**src/hdl/idx_exec_pkg.sv**
```systemverilog
// constants and types shared by the indexed byte and bit execution block
package idx_exec_pkg;
  localparam int DATA_W = 8;
  localparam int ADDR_W = 12;
  localparam int BANK_W = 4;
  localparam int INSTR_W = 16;
  localparam int FLAG_W = 5;

  // instruction field positions
  localparam int OPC_ADD_LSB = 10;
  localparam int OPC_BSF_LSB = 12;
  localparam int OPC_INDEXED_SET_ALL_ONES_LSB = 9;
  localparam int DEST_BIT = 9;
  localparam int ACCESS_BIT = 8;
  localparam int BITNUM_LSB = 9;

  // opcode patterns
  localparam logic [5:0] OPC_ADD = 6'h09;
  localparam logic [3:0] OPC_BSF = 4'h8;
  localparam logic [6:0] OPC_INDEXED_SET_ALL_ONES = 7'h34;

  // addressing constants
  localparam logic [7:0] INDEX_LIMIT = 8'h5f;
  localparam logic [7:0] ACCESS_SPLIT = 8'h80;
  localparam logic [3:0] ACCESS_HIGH_BANK = 4'hf;
  localparam logic [3:0] ACCESS_LOW_BANK = 4'h0;
  localparam logic [7:0] ALL_ONES = 8'hff;

  // status flag positions
  localparam int FLAG_C = 0;
  localparam int FLAG_DC = 1;
  localparam int FLAG_Z = 2;
  localparam int FLAG_OV = 3;
  localparam int FLAG_N = 4;

  // reset values
  localparam logic [7:0] W_RESET = 8'h00;
  localparam logic [4:0] FLAGS_RESET = 5'h00;
  localparam logic [11:0] ADDR_RESET = 12'h000;
  localparam logic [15:0] INSTR_RESET = 16'h0000;

  typedef enum logic [2:0] {
    ST_IDLE = 3'b000,
    ST_DECODE = 3'b001,
    ST_READ = 3'b010,
    ST_PROC = 3'b011,
    ST_WRITE = 3'b100
  } exec_state_t;

  typedef enum logic [1:0] {
    OP_NONE = 2'b00,
    OP_ADD = 2'b01,
    OP_BSF = 2'b10,
    OP_INDEXED_SET_ALL_ONES = 2'b11
  } exec_op_t;
endpackage

```
**src/hdl/operand_addr_gen.sv**
```systemverilog
// effective data address from an operand field
`timescale 1ns/100ps
module operand_addr_gen (
  input wire logic ext_en_i,
  input wire logic access_i,
  input wire logic [7:0] operand_i,
  input wire logic [idx_exec_pkg::ADDR_W-1:0] frame_pointer_reg_i,
  input wire logic [idx_exec_pkg::BANK_W-1:0] bank_select_register_i,
  output logic [idx_exec_pkg::ADDR_W-1:0] addr_o,
  output logic indexed_o
);
  import idx_exec_pkg::*;

  always_comb begin
    indexed_o = ext_en_i && !access_i && (operand_i <= INDEX_LIMIT);
    if (indexed_o) begin
      addr_o = frame_pointer_reg_i + {4'h0, operand_i};
    end else if (access_i) begin
      addr_o = {bank_select_register_i, operand_i};
    end else if (operand_i < ACCESS_SPLIT) begin
      addr_o = {ACCESS_LOW_BANK, operand_i};
    end else begin
      addr_o = {ACCESS_HIGH_BANK, operand_i};
    end
  end
endmodule

```
**src/hdl/indexed_offset_byte_bit_exec.sv**
```systemverilog
// executor for byte and bit operations with indexed literal offset addressing
`timescale 1ns/100ps
module indexed_offset_byte_bit_exec (
  input wire logic clk_i,
  input wire logic reset_i,
  input wire logic extended_set_enable_bit_i,
  input wire logic instr_valid_i,
  input wire logic [idx_exec_pkg::INSTR_W-1:0] instr_i,
  input wire logic [idx_exec_pkg::ADDR_W-1:0] frame_pointer_reg_i,
  input wire logic [idx_exec_pkg::BANK_W-1:0] bank_select_register_i,
  input wire logic [idx_exec_pkg::DATA_W-1:0] mem_rdata_i,
  output logic ready_o,
  output logic done_o,
  output logic unsupported_o,
  output logic indexed_o,
  output logic ext_active_o,
  output logic [idx_exec_pkg::DATA_W-1:0] w_o,
  output logic [idx_exec_pkg::FLAG_W-1:0] status_o,
  output logic [idx_exec_pkg::ADDR_W-1:0] mem_addr_o,
  output logic mem_rd_o,
  output logic mem_wr_o,
  output logic [idx_exec_pkg::DATA_W-1:0] mem_wdata_o
);
  import idx_exec_pkg::*;

  // all block state
  typedef struct packed {
    exec_state_t st;
    logic loaded;
    logic ext_en;
    logic [INSTR_W-1:0] instr;
    exec_op_t op;
    logic [DATA_W-1:0] w;
    logic [FLAG_W-1:0] flags;
    logic [ADDR_W-1:0] addr;
    logic rd;
    logic wr;
    logic [DATA_W-1:0] wdata;
    logic ready;
    logic done;
    logic unsup;
    logic indexed;
  } exec_regs_t;

  // cleared state
  localparam exec_regs_t REGS_RESET = '{
    st: ST_IDLE,
    loaded: 1'b0,
    ext_en: 1'b0,
    instr: INSTR_RESET,
    op: OP_NONE,
    w: W_RESET,
    flags: FLAGS_RESET,
    addr: ADDR_RESET,
    rd: 1'b0,
    wr: 1'b0,
    wdata: 8'h00,
    ready: 1'b0,
    done: 1'b0,
    unsup: 1'b0,
    indexed: 1'b0
  };

  exec_regs_t cur;
  exec_regs_t next_cur;
  logic [ADDR_W-1:0] gen_addr;
  logic gen_indexed;
  exec_op_t dec_op;
  logic [8:0] sum;
  logic [4:0] low_sum;
  wire logic [DATA_W-1:0] bit_mask;
  logic [FLAG_W-1:0] add_flags;
  logic [2:0] bit_num;
  logic dest_mem;

  operand_addr_gen u_addr (
    .ext_en_i(cur.ext_en),
    .access_i(cur.instr[ACCESS_BIT]),
    .operand_i(cur.instr[7:0]),
    .frame_pointer_reg_i(frame_pointer_reg_i),
    .bank_select_register_i(bank_select_register_i),
    .addr_o(gen_addr),
    .indexed_o(gen_indexed)
  );

  // opcode decode
  always_comb begin
    dec_op = OP_NONE;
    if (cur.instr[INSTR_W-1:OPC_ADD_LSB] == OPC_ADD) begin
      dec_op = OP_ADD;
    end else if (cur.instr[INSTR_W-1:OPC_BSF_LSB] == OPC_BSF) begin
      dec_op = OP_BSF;
    end else if (cur.instr[INSTR_W-1:OPC_INDEXED_SET_ALL_ONES_LSB] == OPC_INDEXED_SET_ALL_ONES) begin
      dec_op = OP_INDEXED_SET_ALL_ONES;
    end
  end

  // arithmetic and bit helpers
  always_comb begin
    sum = {1'b0, cur.w} + {1'b0, mem_rdata_i};
    low_sum = {1'b0, cur.w[3:0]} + {1'b0, mem_rdata_i[3:0]};
    bit_num = cur.instr[BITNUM_LSB+2:BITNUM_LSB];
    dest_mem = cur.instr[DEST_BIT];
    add_flags[FLAG_C] = sum[8];
    add_flags[FLAG_DC] = low_sum[4];
    add_flags[FLAG_Z] = (sum[7:0] == 8'h00);
    add_flags[FLAG_OV] = (cur.w[7] == mem_rdata_i[7]) && (sum[7] != cur.w[7]);
    add_flags[FLAG_N] = sum[7];
  end

  // one-hot mask of the bit to force
  for (genvar i = 0; i < DATA_W; i++) begin : g_mask
    assign bit_mask[i] = (bit_num == 3'(i));
  end

  // instruction sequencer
  always_comb begin
    next_cur = cur;
    next_cur.done = 1'b0;
    case (cur.st)
      ST_IDLE: begin
        if (!cur.loaded) begin
          next_cur.ext_en = extended_set_enable_bit_i;
          next_cur.loaded = 1'b1;
          next_cur.ready = 1'b1;
        end else if (instr_valid_i) begin
          next_cur.instr = instr_i;
          next_cur.ready = 1'b0;
          next_cur.unsup = 1'b0;
          next_cur.st = ST_DECODE;
        end
      end
      ST_DECODE: begin
        next_cur.op = dec_op;
        next_cur.addr = gen_addr;
        next_cur.indexed = gen_indexed;
        if (dec_op == OP_NONE) begin
          next_cur.unsup = 1'b1;
          next_cur.st = ST_WRITE;
        end else begin
          next_cur.rd = (dec_op != OP_INDEXED_SET_ALL_ONES);
          next_cur.st = ST_READ;
        end
      end
      ST_READ: begin
        next_cur.rd = 1'b0;
        next_cur.st = ST_PROC;
      end
      ST_PROC: begin
        next_cur.st = ST_WRITE;
        case (cur.op)
          OP_ADD: begin
            next_cur.flags = add_flags;
            if (dest_mem) begin
              next_cur.wdata = sum[7:0];
              next_cur.wr = 1'b1;
            end else begin
              next_cur.w = sum[7:0];
            end
          end
          OP_BSF: begin
            next_cur.wdata = mem_rdata_i | bit_mask;
            next_cur.wr = 1'b1;
          end
          OP_INDEXED_SET_ALL_ONES: begin
            next_cur.wdata = ALL_ONES;
            next_cur.wr = 1'b1;
          end
          default: begin
            next_cur.wr = 1'b0;
          end
        endcase
      end
      ST_WRITE: begin
        next_cur.wr = 1'b0;
        next_cur.done = 1'b1;
        next_cur.ready = 1'b1;
        next_cur.st = ST_IDLE;
      end
      default: begin
        next_cur = REGS_RESET;
      end
    endcase
  end

  // state register
  always_ff @(posedge clk_i or posedge reset_i) begin
    if (reset_i) begin
      cur <= REGS_RESET;
    end else begin
      cur <= next_cur;
    end
  end

  // output drive
  always_comb begin
    ready_o = cur.ready;
    done_o = cur.done;
    unsupported_o = cur.unsup;
    indexed_o = cur.indexed;
    ext_active_o = cur.ext_en;
    w_o = cur.w;
    status_o = cur.flags;
    mem_addr_o = cur.addr;
    mem_rd_o = cur.rd;
    mem_wr_o = cur.wr;
    mem_wdata_o = cur.wdata;
  end
endmodule

```
**config.mk**
```make
export PLATFORM = sky130hd
export DESIGN_NAME = indexed_offset_byte_bit_exec
export DESIGN_NICKNAME = d
export VERILOG_FILES = /design/src/hdl/idx_exec_pkg.sv /design/src/hdl/operand_addr_gen.sv /design/src/hdl/indexed_offset_byte_bit_exec.sv
export SDC_FILE = /design/constraint.sdc
export NUM_CORES = 1
export LEC_CHECK = 0
export BUFFER_PORTS_ARGS = -buffer_cell sky130_fd_sc_hd__buf_2
export CELL_PAD_IN_SITES_DETAIL_PLACEMENT = 1
export CELL_PAD_IN_SITES_GLOBAL_PLACEMENT = 1
export CORE_ASPECT_RATIO = 1.75
export CORE_MARGIN = 10
export CORE_UTILIZATION = 30
export CTS_BUF_LIST = sky130_fd_sc_hd__clkbuf_4
export CTS_CLUSTER_SIZE = 30
export DETAILED_ROUTE_END_ITERATION = 10
export GPL_TIMING_DRIVEN = 0
export PLACE_DENSITY_LB_ADDON = 0.2
export SLEW_MARGIN = 5
export SYNTH_ARGS = -nofsm -noshare
export SYNTH_HDL_FRONTEND = slang
export SYNTH_SLANG_ARGS = --single-unit
```
**constraint.sdc**
```tcl
create_clock -name clk_i -period 3.2 [get_ports clk_i]
set_input_delay 0.16 -clock clk_i [delete_from_list [all_inputs] [get_ports clk_i]]
set_output_delay 0.16 -clock clk_i [all_outputs]
set_load 0.01 [all_outputs]
```
==> results.ini <==
[synthesis]
syn_area_mm2 = 0.003924
synth_edf_count = 0
synth_most_common_cell = nand2_1
synth-seq-cells = 62
ys_warn_count = 0
ys_types = 65
ys.flop_type = dfrtp_1
synth_largest_area_cell = dfrtp_1
syn_area_per_cell_um2 = 8.979
synthTopCellsByArea = dfrtp_1, nand2_1, ha_1
async_flop_share_pct = 100.0
syn_inst = 437
synth_commonest_cells = nand2_1, dfrtp_1, o21ai_0
ys_seq_area_share_pct = 39.54
netlist.area_leader.share_pct = 39.54
syn-num-nets = 503

[setup_path]
critPathKind = reg2reg
r2r.worst_path.cells = 8
crit_required_ps = 3490
critPathArrivalTime_ps = 3020
critPathLaunchType = register
crit_path_max_fanout = 3
endpoint_kind = register

[grt]
grt_pass1_vias = 4158
antenna_found_initial = 1
grt_max_degree = 63
grt_pass1_wl_um = 21180
grt-ovfl-total = 0
track_usage_pct = 14.62

[clocking]
cts_tree = yes
clk_path_buf_depth = 2
clock-sinks = 62
cts_made_buffers = 9
cts_resized = 0
clk_latency_ps = 420
htreeDepth = 3
clk_pin_slew_worst_paths_ps = 120
cts_root_buffer = clkbuf_4

[place]
place.gp.congestion = 0.8443
dp_hpwl_um = 10060
io_buffer_count = 82
dpl-instance-area_mm2 = 0.004551

[power]
cellLeakagePower_nw = 2.420
peakVddDrop_mv = 0.3000
power.density_mw_per_mm2 = 828.5

[routing]
wl_um = 12800
drt-initial-drc-count = 109
wl_per_cell_um = 17.68
ant_nets = 0
drc = 0
firstDrtPassIters = 4
vias = 3633
viasPerCell = 5.018

[final_layout]
area_growth_pct = 24.36
fillCellCount = 1601
fin_nets = 613
final_core_util_pct = 37.92
stdcell_area_mm2 = 0.004880
drive_gt1_share_pct = 28.08

[floorplanning]
core_area_mm2 = 0.01287
chipHeight_um = 171.3
num_rows = 55
start_util_pct = 30.49
die_area_mm2 = 0.01823
ios = 84
die_x_um = 106.5

[timing]
timing.fmax_mhz = 366.9
min_period_over_period_pct = 85.18
min_period_ps = 2726
setup_viol = 0
rsz0062_at_grt = no
final-max-slew-violation-count = 0
fin_skew_ps = 16.89
hold_viol_final = 0
worst_pin_slew_ps = 843.0
relSlewSlack_pct = 43.54
timing.hold.ws_ps = 68.57
fin_tns_setup_ps = 0

[worst_hold_path]
hold_class = in2reg
min_path_cells = 3

[run_status]
status = finished, final reports clean

[run]
drv_cap = 0

-- per-stage QoR --
step / power (W) / cells / setup slack [ps]
after CTS: 0.004135 / 723 / 435.4
final: 0.004043 / 724 / 474.2
after detailed placement: 0.003458 / 690 / 442.2
after floorplan: 0.002714 / 437 / 1070
after global routing: 0.004433 / 724 / 342.6
after global placement: 0.003386 / 690 / 453.3
-- metal layers --
layer / GRT usage [%] / wire, um / up-vias
li1: - / - / 1747
met1: 14.09 / 4656 / 1778
met2: 27.89 / 7138 / 82
met3: 3.484 / 513 / 26
met4: 7.451 / 494 / 0
met5: 0 / 0 / -
-- kinds of logic (layout without fill, tap and decap cells) --
kind of cell,Yosys count,count (layout),synth area share (%)
XOR/XNOR,10,10,2.232
adder cells (fa/ha/maj),22,22,7.398
flip-flops,62,62,39.54
multiplexers,2,2,0.5102
AND/OR/NAND/NOR,144,144,17.25
other,0,1,0
buffers and inverters,64,179,9.694
AO/OA/AOI/OAI,133,133,23.37
-- placed cells by master, fill, tap and decap left out, types with 3 or more instances in the layout --
cell type,n
a211oi_1,7
o31ai_1,6
xor2_1,4
o21bai_1,3
clkbuf_1,9
o21ai_0,37
a32oi_1,3
dlygate4sd3_1,17
nor2_1,27
inv_1,12
xnor2_1,6
a21oi_1,20
nor2b_1,7
buf_2,89
a31oi_1,3
ha_1,20
nor3_1,8
nand2_1,70
clkbuf_4,11
dfrtp_1,62
and3_1,3
nand2b_1,9
a21o_1,5
o21ai_1,4
a22o_1,12
o311ai_0,4
buf_4,33
a22oi_1,3
-- worst max-delay path, stage by stage (launching register included) --
cell      delay (ps)
dfrtp_1          420
ha_1             250
fa_1             430
a21oi_1          170
o21ai_0          130
a21oi_1          280
xnor2_1          190
o311ai_0         620
nand2_1          110
-- report_power, final --
part | leakage (nW) | internal (W) | switching (W) | total (W)
combinational | 1.51 | 0.000857 | 0.00124 | 0.00210
clock | 0.0883 | 0.000330 | 0.000312 | 0.000642
sequential | 0.825 | 0.00106 | 0.000241 | 0.00130
total | 2.42 | 0.00225 | 0.00180 | 0.00404
-- what timing repair did --
| item | in CTS | in global routing |
|---|---|---|
| buffers inserted | 0 | 0 |
| hold endpoints to repair | 78 | 0 |
| endpoints found under the setup margin | 0 | 0 |
| hold buffers | 17 | 0 |
-- registers in the layout, indices dropped and copies added, names as in the netlist --
signal and cells:
mem_addr_o 12, unsupported_o 1, status_o 5, cur 19, mem_rd_o 1, ext_active_o 1, bit_num 3, w_o 8
mem_wdata_o 8, done_o 1, ready_o 1, indexed_o 1, mem_wr_o 1
-- path summary, 6_finish.rpt --
path                                       startpoint  slack, ps                    endpoint
min reg2reg                mem_wdata_o[7]$_DFFE_PP0P_        490  mem_wdata_o[7]$_DFFE_PP0P_
max                                w_o[0]$_DFFE_PP0P_        470  mem_wdata_o[6]$_DFFE_PP0P_
min in group asynchronous                     reset_i        430  mem_wdata_o[7]$_DFFE_PP0P_
max in group asynchronous                     reset_i       2220  mem_addr_o[10]$_DFFE_PP0N_
min                         extended_set_enable_bit_i         70    ext_active_o$_DFFE_PP0P_
max reg2reg                        w_o[0]$_DFFE_PP0P_        470  mem_wdata_o[6]$_DFFE_PP0P_
-- layout make-up --
type / count / area, um^2 / area share, %
Inverter: 14 / 55.05 / 1.128
Antenna cell: 1 / 2.502 / 0.05128
Clock buffer: 11 / 82.58 / 1.692
Timing Repair Buffer: 99 / 580.6 / 11.90
Clock inverter: 5 / 73.82 / 1.513
Buffer: 50 / 327.8 / 6.718
Tap cell: 171 / 214.0 / 4.385
Sequential cell: 62 / 1551 / 31.79
Multi-Input combinational cell: 311 / 1992 / 40.82
Note: power is estimated with default switching activity, not from simulation.
